## config.mk

```make
export PLATFORM = sky130hd
export DESIGN_NAME = pkt_gen_top
export DESIGN_NICKNAME = d
export VERILOG_FILES = /design/src/rtl/crc32_byte_step.v /design/src/rtl/pkt_gen_top.v
export VERILOG_INCLUDE_DIRS = /design/src /design/src/include
export SDC_FILE = /design/constraint.sdc
export NUM_CORES = 1
export LEC_CHECK = 0
export ABC_AREA = 0
export BUFFER_PORTS_ARGS = -buffer_cell sky130_fd_sc_hd__buf_4
export CORE_MARGIN = 2
export CORE_UTILIZATION = 44
export DETAILED_ROUTE_END_ITERATION = 8
export PLACE_DENSITY = 0.63
export REMOVE_ABC_BUFFERS = 1
export SYNTH_ARGS = -nofsm -noshare
export SYNTH_HDL_FRONTEND = slang
export SYNTH_HIERARCHICAL = 1
export SYNTH_SLANG_ARGS = --single-unit
export TNS_END_PERCENT = 50
```

## constraint.sdc

```tcl
create_clock -name mclk -period 6.46 [get_ports mclk]
set_clock_uncertainty 0.15 [all_clocks]
set_input_delay 0.323 -clock mclk [delete_from_list [all_inputs] [get_ports mclk]]
set_output_delay 0.323 -clock mclk [all_outputs]
set_load 0.05 [all_outputs]
```

## src/include/pkt_gen_consts.vh

```
`ifndef PKT_GEN_CONSTS_VH
`define PKT_GEN_CONSTS_VH

// ==========================================================
// Register byte offsets
`define OFS_CTRL 8'h10
`define OFS_COUNTS 8'h14
`define OFS_CHECK 8'h18
`define OFS_GAP 8'h1C
`define OFS_IRQ_STAT 8'h20
`define OFS_IRQ_CLR 8'h24
`define OFS_IRQ_EN 8'h28

// ==========================================================
// Control and check register fields
`define BIT_ERRORED 0
`define BIT_LONG 1
`define BIT_PATTERN 2
`define BIT_GEN_EN 3
`define BIT_CHK_EN 4
`define BIT_KEEP_EN 6
`define BIT_TRIGGER 7
`define BURST_HI 15
`define BURST_LO 8
`define BIT_CNT_CLR 4

// ==========================================================
// Interrupt status bits
`define IRQ_BURST_DONE 0
`define IRQ_RX_FRAME 1
`define IRQ_RX_CRC_ERR 2

// ==========================================================
// Reset values and frame figures
`define GAP_RESET 8'h0C
`define BURST_RESET 8'h00
`define PAYLOAD_SHORT 11'd60
`define PAYLOAD_LONG 11'd1514
`define PREAMBLE_BYTE 8'h55
`define SFD_BYTE 8'hD5
`define PATTERN_EVEN 8'h5A
`define PATTERN_ODD 8'hA5
`define CRC_INIT 32'hFFFFFFFF
`define CRC_RESIDUE 32'hDEBB20E3
`define LFSR_SEED 16'hACE1
`define COUNT_MAX 8'hFF

`endif

```

## src/rtl/crc32_byte_step.v

```verilog
`default_nettype none

// ==========================================================
// Reflected CRC-32 advanced by one byte, LSB first
module crc32_byte_step (
	// Running remainder and new byte
	input wire [31:0] crc_in,
	input wire [7:0] byte_in,
	// Remainder after the byte
	output wire [31:0] crc_out
);
	wire [31:0] stage [0:8];

	assign stage[0] = crc_in;

	genvar i;
	generate
		for (i = 0; i < 8; i = i + 1) begin : g_bit
			assign stage[i+1] = (stage[i][0] ^ byte_in[i]) ?
				({1'b0, stage[i][31:1]} ^ 32'hEDB88320) : {1'b0, stage[i][31:1]};
		end
	endgenerate

	assign crc_out = stage[8];
endmodule

`default_nettype wire

```

## src/rtl/pkt_gen_top.v

```verilog
// The Avalon-MM register port was chosen for this implementation.
`include "pkt_gen_consts.vh"
`default_nettype none

module pkt_gen_top (
	// Clock and reset
	input wire mclk,
	input wire sys_rst,
	// Avalon-MM slave
	input wire [7:0] avs_address,
	input wire avs_read,
	input wire avs_write,
	input wire [31:0] avs_writedata,
	input wire [3:0] avs_byteenable,
	output reg [31:0] avs_readdata,
	output reg avs_waitrequest,
	// Transmit byte stream toward the copper path
	output reg [7:0] tx_data,
	output reg tx_en,
	output reg tx_er,
	// Receive byte stream from the copper path
	input wire [7:0] rx_data,
	input wire rx_dv,
	input wire rx_er,
	// Interrupt
	output reg irq
);
	localparam ST_IDLE = 3'd0;
	localparam ST_PRE = 3'd1;
	localparam ST_DATA = 3'd2;
	localparam ST_FCS = 3'd3;
	localparam ST_GAP = 3'd4;

	// ==========================================================
	// Configuration and burst state
	reg [7:0] burst_r;
	reg keep_r, chk_r, gen_en_r, pat_r, long_r, err_r;
	reg done_r, burst_act_r;
	reg [7:0] sent_r;
	reg [7:0] gap_r;
	reg [2:0] irq_stat_r, irq_en_r;
	reg [7:0] pkt_cnt_r, err_cnt_r;

	// ==========================================================
	// Generator state
	reg [2:0] state_r;
	reg [10:0] cnt_r;
	reg [31:0] tx_crc_r;
	reg [15:0] lfsr_r;

	// ==========================================================
	// Checker state
	reg rx_in_r, rx_bad_r;
	reg [31:0] rx_crc_r;

	// ==========================================================
	// Bus access decode
	wire wr_acc = avs_write && !avs_waitrequest;
	wire wr_ctrl = wr_acc && (avs_address == `OFS_CTRL);
	wire wr_check = wr_acc && (avs_address == `OFS_CHECK);
	wire wr_gap = wr_acc && (avs_address == `OFS_GAP) && avs_byteenable[0];
	wire wr_iclr = wr_acc && (avs_address == `OFS_IRQ_CLR) && avs_byteenable[0];
	wire wr_ien = wr_acc && (avs_address == `OFS_IRQ_EN) && avs_byteenable[0];
	wire lo_be = avs_byteenable[0];
	wire hi_be = avs_byteenable[1];

	// New enable value that a control write would store
	wire new_en = lo_be ? avs_writedata[`BIT_GEN_EN] : gen_en_r;
	wire en_rise = wr_ctrl && !gen_en_r && new_en;
	// Retrigger: only from the done state, with the three qualifiers met
	wire retrig = wr_ctrl && lo_be && done_r && !avs_writedata[`BIT_TRIGGER]
		&& keep_r && gen_en_r && (burst_r != 8'h00);

	// ==========================================================
	// Frame sequencing terms
	wire [10:0] pay_len = long_r ? `PAYLOAD_LONG : `PAYLOAD_SHORT;
	wire go = gen_en_r && ((burst_r == 8'h00) || burst_act_r);
	wire frame_end = (state_r == ST_GAP) && (cnt_r[7:0] == gap_r);
	wire last_frame = (burst_r != 8'h00) && (sent_r + 8'h01 == burst_r);
	wire burst_done = frame_end && burst_act_r && last_frame;

	wire [7:0] pay_byte = pat_r ? (cnt_r[0] ? `PATTERN_ODD : `PATTERN_EVEN)
		: lfsr_r[7:0];
	// A true FCS is the inverted remainder; sending it raw guarantees a bad CRC
	wire [31:0] fcs = err_r ? tx_crc_r : ~tx_crc_r;
	reg [7:0] fcs_byte;
	wire [31:0] tx_crc_nxt;
	wire [31:0] rx_crc_nxt;

	always @* begin
		case (cnt_r[1:0])
			2'd0: fcs_byte = fcs[7:0];
			2'd1: fcs_byte = fcs[15:8];
			2'd2: fcs_byte = fcs[23:16];
			default: fcs_byte = fcs[31:24];
		endcase
	end

	crc32_byte_step u_tx_crc (
		.crc_in(tx_crc_r),
		.byte_in(pay_byte),
		.crc_out(tx_crc_nxt)
	);

	crc32_byte_step u_rx_crc (
		.crc_in(rx_crc_r),
		.byte_in(rx_data),
		.crc_out(rx_crc_nxt)
	);

	// ==========================================================
	// Control register and burst bookkeeping
	always @(posedge mclk) begin
		if (sys_rst) begin
			burst_r <= `BURST_RESET;
			keep_r <= 1'b0;
			chk_r <= 1'b0;
			gen_en_r <= 1'b0;
			pat_r <= 1'b0;
			long_r <= 1'b0;
			err_r <= 1'b0;
			done_r <= 1'b0;
			burst_act_r <= 1'b0;
			sent_r <= 8'h00;
			gap_r <= `GAP_RESET;
			irq_en_r <= 3'h0;
		end else begin
			if (frame_end && burst_act_r) begin
				sent_r <= sent_r + 8'h01;
			end
			if (burst_done) begin
				burst_act_r <= 1'b0;
				done_r <= 1'b1;
				if (!keep_r) begin
					gen_en_r <= 1'b0;
				end
			end
			if (wr_ctrl) begin
				if (lo_be) begin
					keep_r <= avs_writedata[`BIT_KEEP_EN];
					chk_r <= avs_writedata[`BIT_CHK_EN];
					gen_en_r <= avs_writedata[`BIT_GEN_EN];
					pat_r <= avs_writedata[`BIT_PATTERN];
					long_r <= avs_writedata[`BIT_LONG];
					err_r <= avs_writedata[`BIT_ERRORED];
				end
				if (hi_be) begin
					burst_r <= avs_writedata[`BURST_HI:`BURST_LO];
				end
				if (lo_be && !avs_writedata[`BIT_GEN_EN]) begin
					burst_act_r <= 1'b0;
				end
			end
			// A software launch overrides completion in the same cycle
			if (en_rise || retrig) begin
				burst_act_r <= 1'b1;
				sent_r <= 8'h00;
				done_r <= 1'b0;
			end
			if (wr_gap) begin
				gap_r <= avs_writedata[7:0];
			end
			if (wr_ien) begin
				irq_en_r <= avs_writedata[2:0];
			end
		end
	end

	// ==========================================================
	// Transmit sequencer
	always @(posedge mclk) begin
		if (sys_rst) begin
			state_r <= ST_IDLE;
			cnt_r <= 11'd0;
			tx_crc_r <= `CRC_INIT;
			lfsr_r <= `LFSR_SEED;
			tx_data <= 8'h00;
			tx_en <= 1'b0;
			tx_er <= 1'b0;
		end else begin
			case (state_r)
				ST_IDLE: begin
					tx_en <= 1'b0;
					tx_er <= 1'b0;
					tx_data <= 8'h00;
					cnt_r <= 11'd0;
					if (go) begin
						state_r <= ST_PRE;
					end
				end
				ST_PRE: begin
					tx_en <= 1'b1;
					tx_er <= 1'b0;
					tx_data <= (cnt_r == 11'd7) ? `SFD_BYTE : `PREAMBLE_BYTE;
					tx_crc_r <= `CRC_INIT;
					if (cnt_r == 11'd7) begin
						state_r <= ST_DATA;
						cnt_r <= 11'd0;
					end else begin
						cnt_r <= cnt_r + 11'd1;
					end
				end
				ST_DATA: begin
					tx_en <= 1'b1;
					tx_data <= pay_byte;
					tx_er <= err_r && (cnt_r == 11'd0);
					tx_crc_r <= tx_crc_nxt;
					lfsr_r <= {lfsr_r[14:0], lfsr_r[15] ^ lfsr_r[13] ^ lfsr_r[12] ^ lfsr_r[10]};
					if (cnt_r == pay_len - 11'd1) begin
						state_r <= ST_FCS;
						cnt_r <= 11'd0;
					end else begin
						cnt_r <= cnt_r + 11'd1;
					end
				end
				ST_FCS: begin
					tx_en <= 1'b1;
					tx_er <= 1'b0;
					tx_data <= fcs_byte;
					if (cnt_r == 11'd3) begin
						state_r <= ST_GAP;
						cnt_r <= 11'd0;
					end else begin
						cnt_r <= cnt_r + 11'd1;
					end
				end
				ST_GAP: begin
					tx_en <= 1'b0;
					tx_er <= 1'b0;
					tx_data <= 8'h00;
					// Gap lasts gap_r + 1 byte times before the next preamble
					if (frame_end) begin
						cnt_r <= 11'd0;
						if (go && !(burst_act_r && last_frame)) begin
							state_r <= ST_PRE;
						end else begin
							state_r <= ST_IDLE;
						end
					end else begin
						cnt_r <= cnt_r + 11'd1;
					end
				end
				default: begin
					state_r <= ST_IDLE;
				end
			endcase
		end
	end

	// ==========================================================
	// Receive CRC checker and counters
	wire rx_end = rx_in_r && !rx_dv;
	wire rx_fail = rx_bad_r || (rx_crc_r != `CRC_RESIDUE);
	wire ev_frame = rx_end && chk_r;
	wire ev_err = ev_frame && rx_fail;

	always @(posedge mclk) begin
		if (sys_rst) begin
			rx_in_r <= 1'b0;
			rx_bad_r <= 1'b0;
			rx_crc_r <= `CRC_INIT;
			pkt_cnt_r <= 8'h00;
			err_cnt_r <= 8'h00;
		end else begin
			if (rx_dv && !rx_in_r && (rx_data == `SFD_BYTE)) begin
				rx_in_r <= 1'b1;
				rx_bad_r <= 1'b0;
				rx_crc_r <= `CRC_INIT;
			end else if (rx_dv && rx_in_r) begin
				rx_crc_r <= rx_crc_nxt;
				rx_bad_r <= rx_bad_r | rx_er;
			end else if (rx_end) begin
				rx_in_r <= 1'b0;
			end
			// Counters saturate rather than wrap
			if (ev_frame && pkt_cnt_r != `COUNT_MAX) begin
				pkt_cnt_r <= pkt_cnt_r + 8'h01;
			end
			if (ev_err && err_cnt_r != `COUNT_MAX) begin
				err_cnt_r <= err_cnt_r + 8'h01;
			end
			// The clear bit is never stored, so it reads back as zero
			if (wr_check && lo_be && avs_writedata[`BIT_CNT_CLR]) begin
				pkt_cnt_r <= 8'h00;
				err_cnt_r <= 8'h00;
			end
		end
	end

	// ==========================================================
	// Interrupt status, set wins over clear
	wire [2:0] irq_set = {ev_err, ev_frame, burst_done};
	wire [2:0] irq_stat_nxt = (irq_stat_r & ~(wr_iclr ? avs_writedata[2:0] : 3'h0))
		| irq_set;

	always @(posedge mclk) begin
		if (sys_rst) begin
			irq_stat_r <= 3'h0;
			irq <= 1'b0;
		end else begin
			irq_stat_r <= irq_stat_nxt;
			irq <= |(irq_stat_nxt & irq_en_r);
		end
	end

	// ==========================================================
	// Read mux and waitrequest: one wait cycle per access
	reg [31:0] rd_mux;

	always @* begin
		rd_mux = 32'h00000000;
		if (avs_address == `OFS_CTRL) begin
			rd_mux = {16'h0000, burst_r, done_r, keep_r, 1'b0, chk_r,
				gen_en_r, pat_r, long_r, err_r};
		end else if (avs_address == `OFS_COUNTS) begin
			rd_mux = {16'h0000, pkt_cnt_r, err_cnt_r};
		end else if (avs_address == `OFS_GAP) begin
			rd_mux = {24'h000000, gap_r};
		end else if (avs_address == `OFS_IRQ_STAT) begin
			rd_mux = {29'h0, irq_stat_r};
		end else if (avs_address == `OFS_IRQ_EN) begin
			rd_mux = {29'h0, irq_en_r};
		end
	end

	always @(posedge mclk) begin
		if (sys_rst) begin
			avs_waitrequest <= 1'b1;
			avs_readdata <= 32'h00000000;
		end else if ((avs_read || avs_write) && avs_waitrequest) begin
			avs_waitrequest <= 1'b0;
			avs_readdata <= rd_mux;
		end else begin
			avs_waitrequest <= 1'b1;
		end
	end
endmodule

`default_nettype wire

```

==> reports/metrics.yaml, run 1 <==
status: "finished, final reports clean"
clockPowerShare_pct: 23.9
grt_usage_pct: 21.24
netlist_area_um2: 10050
fin_crit_sh_pct: 47.08
relSlewSlack_pct: 18.66
cp.required_ns: 6.64
rr_endpoint: "tx_crc_r[19]$_SDFFE_PP1P_"
grt_pass1_vias: 7714
grt_max_degree: 102
synth_area_leaders: "dfxtp_1, xnor2_1, nand2_1"
drt_iter0_drc: 666
yosys_register_bits: 178
vias: 8249
drt_pass1_iterations: 6
period_needed_ns: 3.041
worstHoldEndpoint: "gap_r[5]$_SDFFE_PP0P_"
initial_core_util_pct: 44.64
yosys_warnings: 6
crit_type: "reg2reg"
synth_fa_ha_area_share_pct: 0.8718
slew_violations: 0
clkLatencyLatePin_ns: 0.44
p_seq_share_pct: 32.6
synth_top_family_by_area: "simple AND/OR/NAND/NOR gates"
detail-route-antenna-nets: 0
hold_class: "in2reg"
clk_path_buf_depth: 2
drive_above_1_share_pct: 12.77
p_comb_share_pct: 43.5
synth_compound_area_share_pct: 14.06
rsz0062_at_grt: "false"
wirelength_mm: 25.28
min_from: "avs_writedata[5]"
reg2regPathDepth: 8
seq_area_frac_synth_pct: 35.47
cts_made_buffers: 17
die_area_um2: 24060
yosysMostFrequentCell: "dfxtp_1"
die_w_um: 155.1
powerDensity_nw_per_um2: 373.5
synth-simple-area-share_pct: 23.15
yosysTopAreaCell: "dfxtp_1"
static-leakage-power_uw: 0.004287
synth_top_cell_area_share_pct: 35.47
synth_edf_count: 0
crit_fanout: 11
cts_sinks: 178
whs_path_depth: 3
drc: 0
syn_area_per_cell_um2: 8.653
design.core.area_um2: 22500
htree_num_levels: 4
cts_tree: "yes"
setup_ws_ns: 3.419
finalInstanceArea_um2: 11240
place_hpwl_mm: 17.14
p_sw_share_pct: 39.22
globalplace.congestion: 0.8017
crit_path_start: "pat_r$_SDFFE_PP0N_"
grt_pass1_wl_mm: 41.16
end_kind: "flop"
die_y_um: 155.1
synth_common_cells: "dfxtp_1, nand2_1, xnor2_1"
via_per_inst: 5.533
num-nets-final: 1259
fmax_ghz: 0.3288
irDropWorstVdd_v: 0.0002259
grt_remaining_overflow: 0
post-place-ws_ns: 3.307
r2r-start: "pat_r$_SDFFE_PP0N_"
r2r_slack_ns: 3.42
synthFlopType: "dfxtp_1"
numPortBuffers: 67
async_reset_ff_share_pct: 0
synth_cell_types: 75
p_int_uw: 2551
dpl-instance-area_um2: 10550
postSynthCellCount: 1161
antenna_found_initial: 0
arrival_ns: 3.22
area_growth_syn_to_layout_pct: 11.84
synthMuxAreaShare_pct: 1.793
wl_per_cell_um: 16.95
ctsResizeCount: 0
n_antenna_cell: 0
final_hold_viol_count: 0
tightest_slew_ns: 1.220
num_rows: 55
io_pins: 102
power_switching_uw: 1646
cap_violations: 0
setup_viol: 0
cts_root_buf: "clkbuf_16"
tns_ns: 0
yosys.area_share.xor_xnor_pct: 18.81
start_kind: "flop"
clk_pin_slew_ns: 0.07
[kinds of logic after synthesis]
family / Yosys count
AOI/OAI and AO/OA: 202
xor gates and xnor gates: 180
adders and majority gates: 7
buffers and inverters: 114
DFF: 178
muxes: 18
other: 1
and+or+nand+nor: 461
[state kept, by name (all words and copies together) (netlist names), 3 cells and up]
register	flops
avs_readdata	16
burst_r	8
cnt_r	11
err_cnt_r	8
gap_r	8
irq_en_r	3
irq_stat_r	3
lfsr_r	16
pkt_cnt_r	8
rx_crc_r	32
sent_r	8
state_r	3
tx_crc_r	32
tx_data	8
[power groups by stage]
stage,clock (uW),combinational (uW),sequential [uW]
finish,1000,1820,1370
detailed placement,0,1800,1390
CTS,1020,1820,1370
floorplan,0,1360,1430
global route,1070,1970,1390
global placement,0,1790,1390
[stage by stage]
stage / hold slack, ns / power, uW / std cells / utilization, %
finish: 0.02310 / 4196 / 1491 / 49.93
global route: 0.02676 / 4436 / 1491 / 49.93
CTS: 0.009758 / 4211 / 1491 / 49.93
detailed placement: 0.2953 / 3187 / 1447 / 46.87
global placement: 0.2899 / 3175 / 1447 / 46.87
floorplan: 0.2421 / 2783 / 1086 / -
[final cells by class]
cell class,instances,area (um2)
Multi-Input combinational cell,884,5967
Clock inverter,13,128.9
Clock buffer,18,429.2
Fill cell,2152,11270
Tap cell,285,356.6
Inverter,24,90.09
Sequential cell,178,3563
Timing Repair Buffer,89,700.7
[layer usage]
metal | vias to the layer above | GRT usage (%) | wire (um)
li1 | 4092 | - | -
met1 | 3918 | 30.38 | 12110
met2 | 214 | 32.97 | 11470
met3 | 25 | 3.621 | 1284
met4 | 0 | 6.041 | 410
met5 | - | 0 | 0
[placed cells by master (no fill, tap or decap), types with 6 or more instances in the layout]
cell,Yosys,layout
o21ai_0,18,18
nor4_1,8,7
nand3_1,65,65
nand4_1,9,9
mux2i_1,18,18
ha_1,7,7
inv_1,23,23
xnor2_2,10,10
dfxtp_1,178,178
xor2_2,10,10
nand3b_1,10,10
nor3_1,21,21
a221oi_1,14,14
dlygate4sd3_1,0,13
nor2_1,86,85
conb_1,1,16
xor2_1,46,46
nor4b_1,8,8
a22oi_1,7,7
a2111oi_0,6,6
xnor2_1,104,104
a21oi_1,39,39
a31oi_1,15,15
buf_4,16,76
nor2b_1,17,16
and3_1,11,11
o22ai_1,43,43
nand2_1,142,142
clkbuf_16,0,17
or3_2,9,9
a222oi_1,9,9
nand2b_1,37,37
a211o_1,6,6
[timing repair]
item	in CTS	in global routing
hold buffers	13	0
setup buffers	0	0
endpoints found under the hold margin	14	0
[worst max path at each step]
| stage | cells past startpoint | slack, ns | to |
|---|---|---|---|
| 6_report | 8 | 3.42 | tx_crc_r[19]$_SDFFE_PP1P_ |
| 5_1_grt | 8 | 3.24 | tx_crc_r[23]$_SDFFE_PP1P_ |
| 4_1_cts | 8 | 3.42 | tx_crc_r[23]$_SDFFE_PP1P_ |
| 3_5_place_dp | 6 | 3.31 | gap_r[2]$_SDFFE_PP1P_ |
| 3_3_place_gp | 6 | 3.34 | gap_r[2]$_SDFFE_PP1P_ |
| 2_1_floorplan | 6 | 3.59 | cnt_r[10]$_SDFFE_PP0N_ |
[critical path, stage by stage (launching register included)]
cell	delay, ns
dfxtp_1	0.53
nand2_1	0.24
o21ai_0	0.31
xnor2_2	0.28
xnor2_1	0.68
xnor2_1	0.30
xnor2_1	0.20
o22ai_1	0.18
nand2b_1	0.06
Power figures use the tool's default switching activity.
==> run 2: changes to the inputs <==
--- a/config.mk
+++ b/config.mk
@@ -11,7 +11,7 @@
 export CORE_MARGIN = 2
 export CORE_UTILIZATION = 44
 export DETAILED_ROUTE_END_ITERATION = 8
-export PLACE_DENSITY = 0.63
+export PLACE_DENSITY = 0.66
 export REMOVE_ABC_BUFFERS = 1
 export SYNTH_ARGS = -nofsm -noshare
 export SYNTH_HDL_FRONTEND = slang
==> constraint.sdc (replaced) <==
create_clock -name mclk -period 2.59 [get_ports mclk]
set_clock_uncertainty 0.15 [all_clocks]
set_input_delay 0.1295 -clock mclk [delete_from_list [all_inputs] [get_ports mclk]]
set_output_delay 0.1295 -clock mclk [all_outputs]
set_load 0.05 [all_outputs]
==> run 2 against run 1 <==
- final area up 7.1%
- first-iteration DRC count up 7.7%
- wire length up 3.1%
- clock-buffer cell count down 1
- hold slack better by 0.00070 ns
- worst setup slack worse by 3.3 ns
- global-route usage up 0.81 points
- utilization up 3.6 points
- final cell count up 5.6%
- fmax up 26%
==> reports/metrics.yaml, run 2 (synthesized netlist as in run 1, its figures left out) <==
status: "finished, final reports clean"
tightest_slew_ns: 0.7022
htree_num_levels: 4
slew_violations: 0
cts_root_buf: "clkbuf_16"
numPortBuffers: 67
grt_pass1_vias: 8213
period_needed_ns: 2.421
final_common_cell: "dfxtp_1"
met3_wirelength_mm: 1.322
fmax_ghz: 0.4130
num_rows: 55
tns_ns: 0
fin_cells: 1575
cts_tree: "yes"
crit_chain: "nor4b_1, nand4_1, nor4_1, buf_4, or2_2, a21oi_1, a221o_1"
grt_usage_pct: 22.05
drive_above_1_share_pct: 17.44
static-leakage-power_uw: 0.004765
arrival_ns: 2.60
initial_core_util_pct: 44.64
relSlewSlack_pct: 52.97
setup_viol: 0
crit_type: "reg2reg"
timing.hold.ws_ns: 0.02380
cts_sinks: 178
irDropWorstVdd_v: 0.0005176
m1WireLength_mm: 12.24
grt_max_degree: 50
clk_path_buf_depth: 2
num-nets-final: 1342
globalplace.congestion: 0.8664
place_hpwl_mm: 18.54
start_kind: "flop"
drt_iter0_drc: 717
drc: 0
rsz0062_at_grt: "true"
hold_class: "in2reg"
design.core.area_um2: 22500
area_growth_syn_to_layout_pct: 19.84
dp.cells: 1512
die_w_um: 155.1
final_hold_viol_count: 0
io_pins: 102
drt_pass1_iterations: 6
end_kind: "flop"
max_stage_delay_ns: 0.50
cts_made_buffers: 17
wl_per_cell_um: 16.55
die_y_um: 155.1
clkLatencyLatePin_ns: 0.45
crit_fanout: 6
clk_pin_slew_ns: 0.08
cp.required_ns: 2.77
die_area_um2: 24060
n_antenna_cell: 0
p_total_uw: 11350
powerDensity_nw_per_um2: 942.7
final_util_pct: 53.50
final_cell_mix: "dfxtp_1, nand2_1, buf_4"
via_per_inst: 5.528
cap_violations: 0
grt_remaining_overflow: 0
antenna_found_initial: 0
grt_pass1_wl_mm: 42.87
cp_slowest_cell: "nor4b_1"
detail-route-antenna-nets: 0
wirelength_mm: 26.06
vias: 8707
wl_met2_mm: 12.13
fin_crit_sh_pct: 93.49
reg.largest.list: "rx_crc_r x32, tx_crc_r x32"
routed.top_layer: "met4"
-- run 2: cell count changes in the layout (fill, tap and decap cells not counted), sizes merged --
cell         change
clkbuf           -1
clkinv           +5
dlygate4sd3     +17
inv              -1
clkinvlp         -3
buf             +66
bufinv           +1
-- run 2: repair_timing --
item                                    4_1_cts  5_1_grt
buffers inserted                              0        1
gates resized for setup                       0        5
endpoints found under the hold margin        31        0
hold buffers                                 30        0
endpoints found under the setup margin        0        7
-- run 2: per-stage QoR --
step	instance area, um2	setup WS [ns]
after floorplan	9609	-0.2840
after global placement	11040	0.1529
after detailed placement	11040	0.09426
after CTS	12000	0.08402
after global routing	12040	-0.01410
final	12040	0.1687
-- run 2: where the power goes --
group	total [uW]	internal, uW	switching (uW)
registers	3370	3040	330
logic	5180	2400	2780
clock network	2800	1510	1300
total	11300	6940	4410
-- run 2: final cells by class --
type | count | area [um2]
clock inverter | 15 | 241.5
timing repair buffer | 172 | 1366
tap | 285 | 356.6
sequential | 178 | 3563
multi-input combinational | 884 | 5996
fill | 2046 | 10460
inverter | 24 | 90.09
clock buffer | 17 | 425.4
-- run 2: final timing paths --
check,start,end,slack (ns),cells after the start
setup / recovery,rx_crc_r[2]$_SDFFE_PP1P_,irq$_SDFF_PP0_,0.17,7
hold / removal,avs_address[4],irq_en_r[1]$_SDFFE_PP0P_,0.02,5
setup reg to reg,rx_crc_r[2]$_SDFFE_PP1P_,irq$_SDFF_PP0_,0.17,7
hold reg to reg,lfsr_r[8]$_SDFFE_PP0P_,lfsr_r[8]$_SDFFE_PP0P_,0.31,2
-- run 2: worst max-delay path: cells and delay by family (launching register included) --
kind	cells	cell delay, ns
and+or+nand+nor	4	1.18
buffers and inverters	1	0.22
AOI/OAI and AO/OA	2	0.39
DFF	1	0.36
-- run 2: routing by layer --
metal  vias to the layer above  global-route usage [%]
li1                       4272                       -
met1                      4156                   30.97
met2                       247                   34.84
met3                        32                   3.900
met4                         0                   6.305
met5                         -                       0
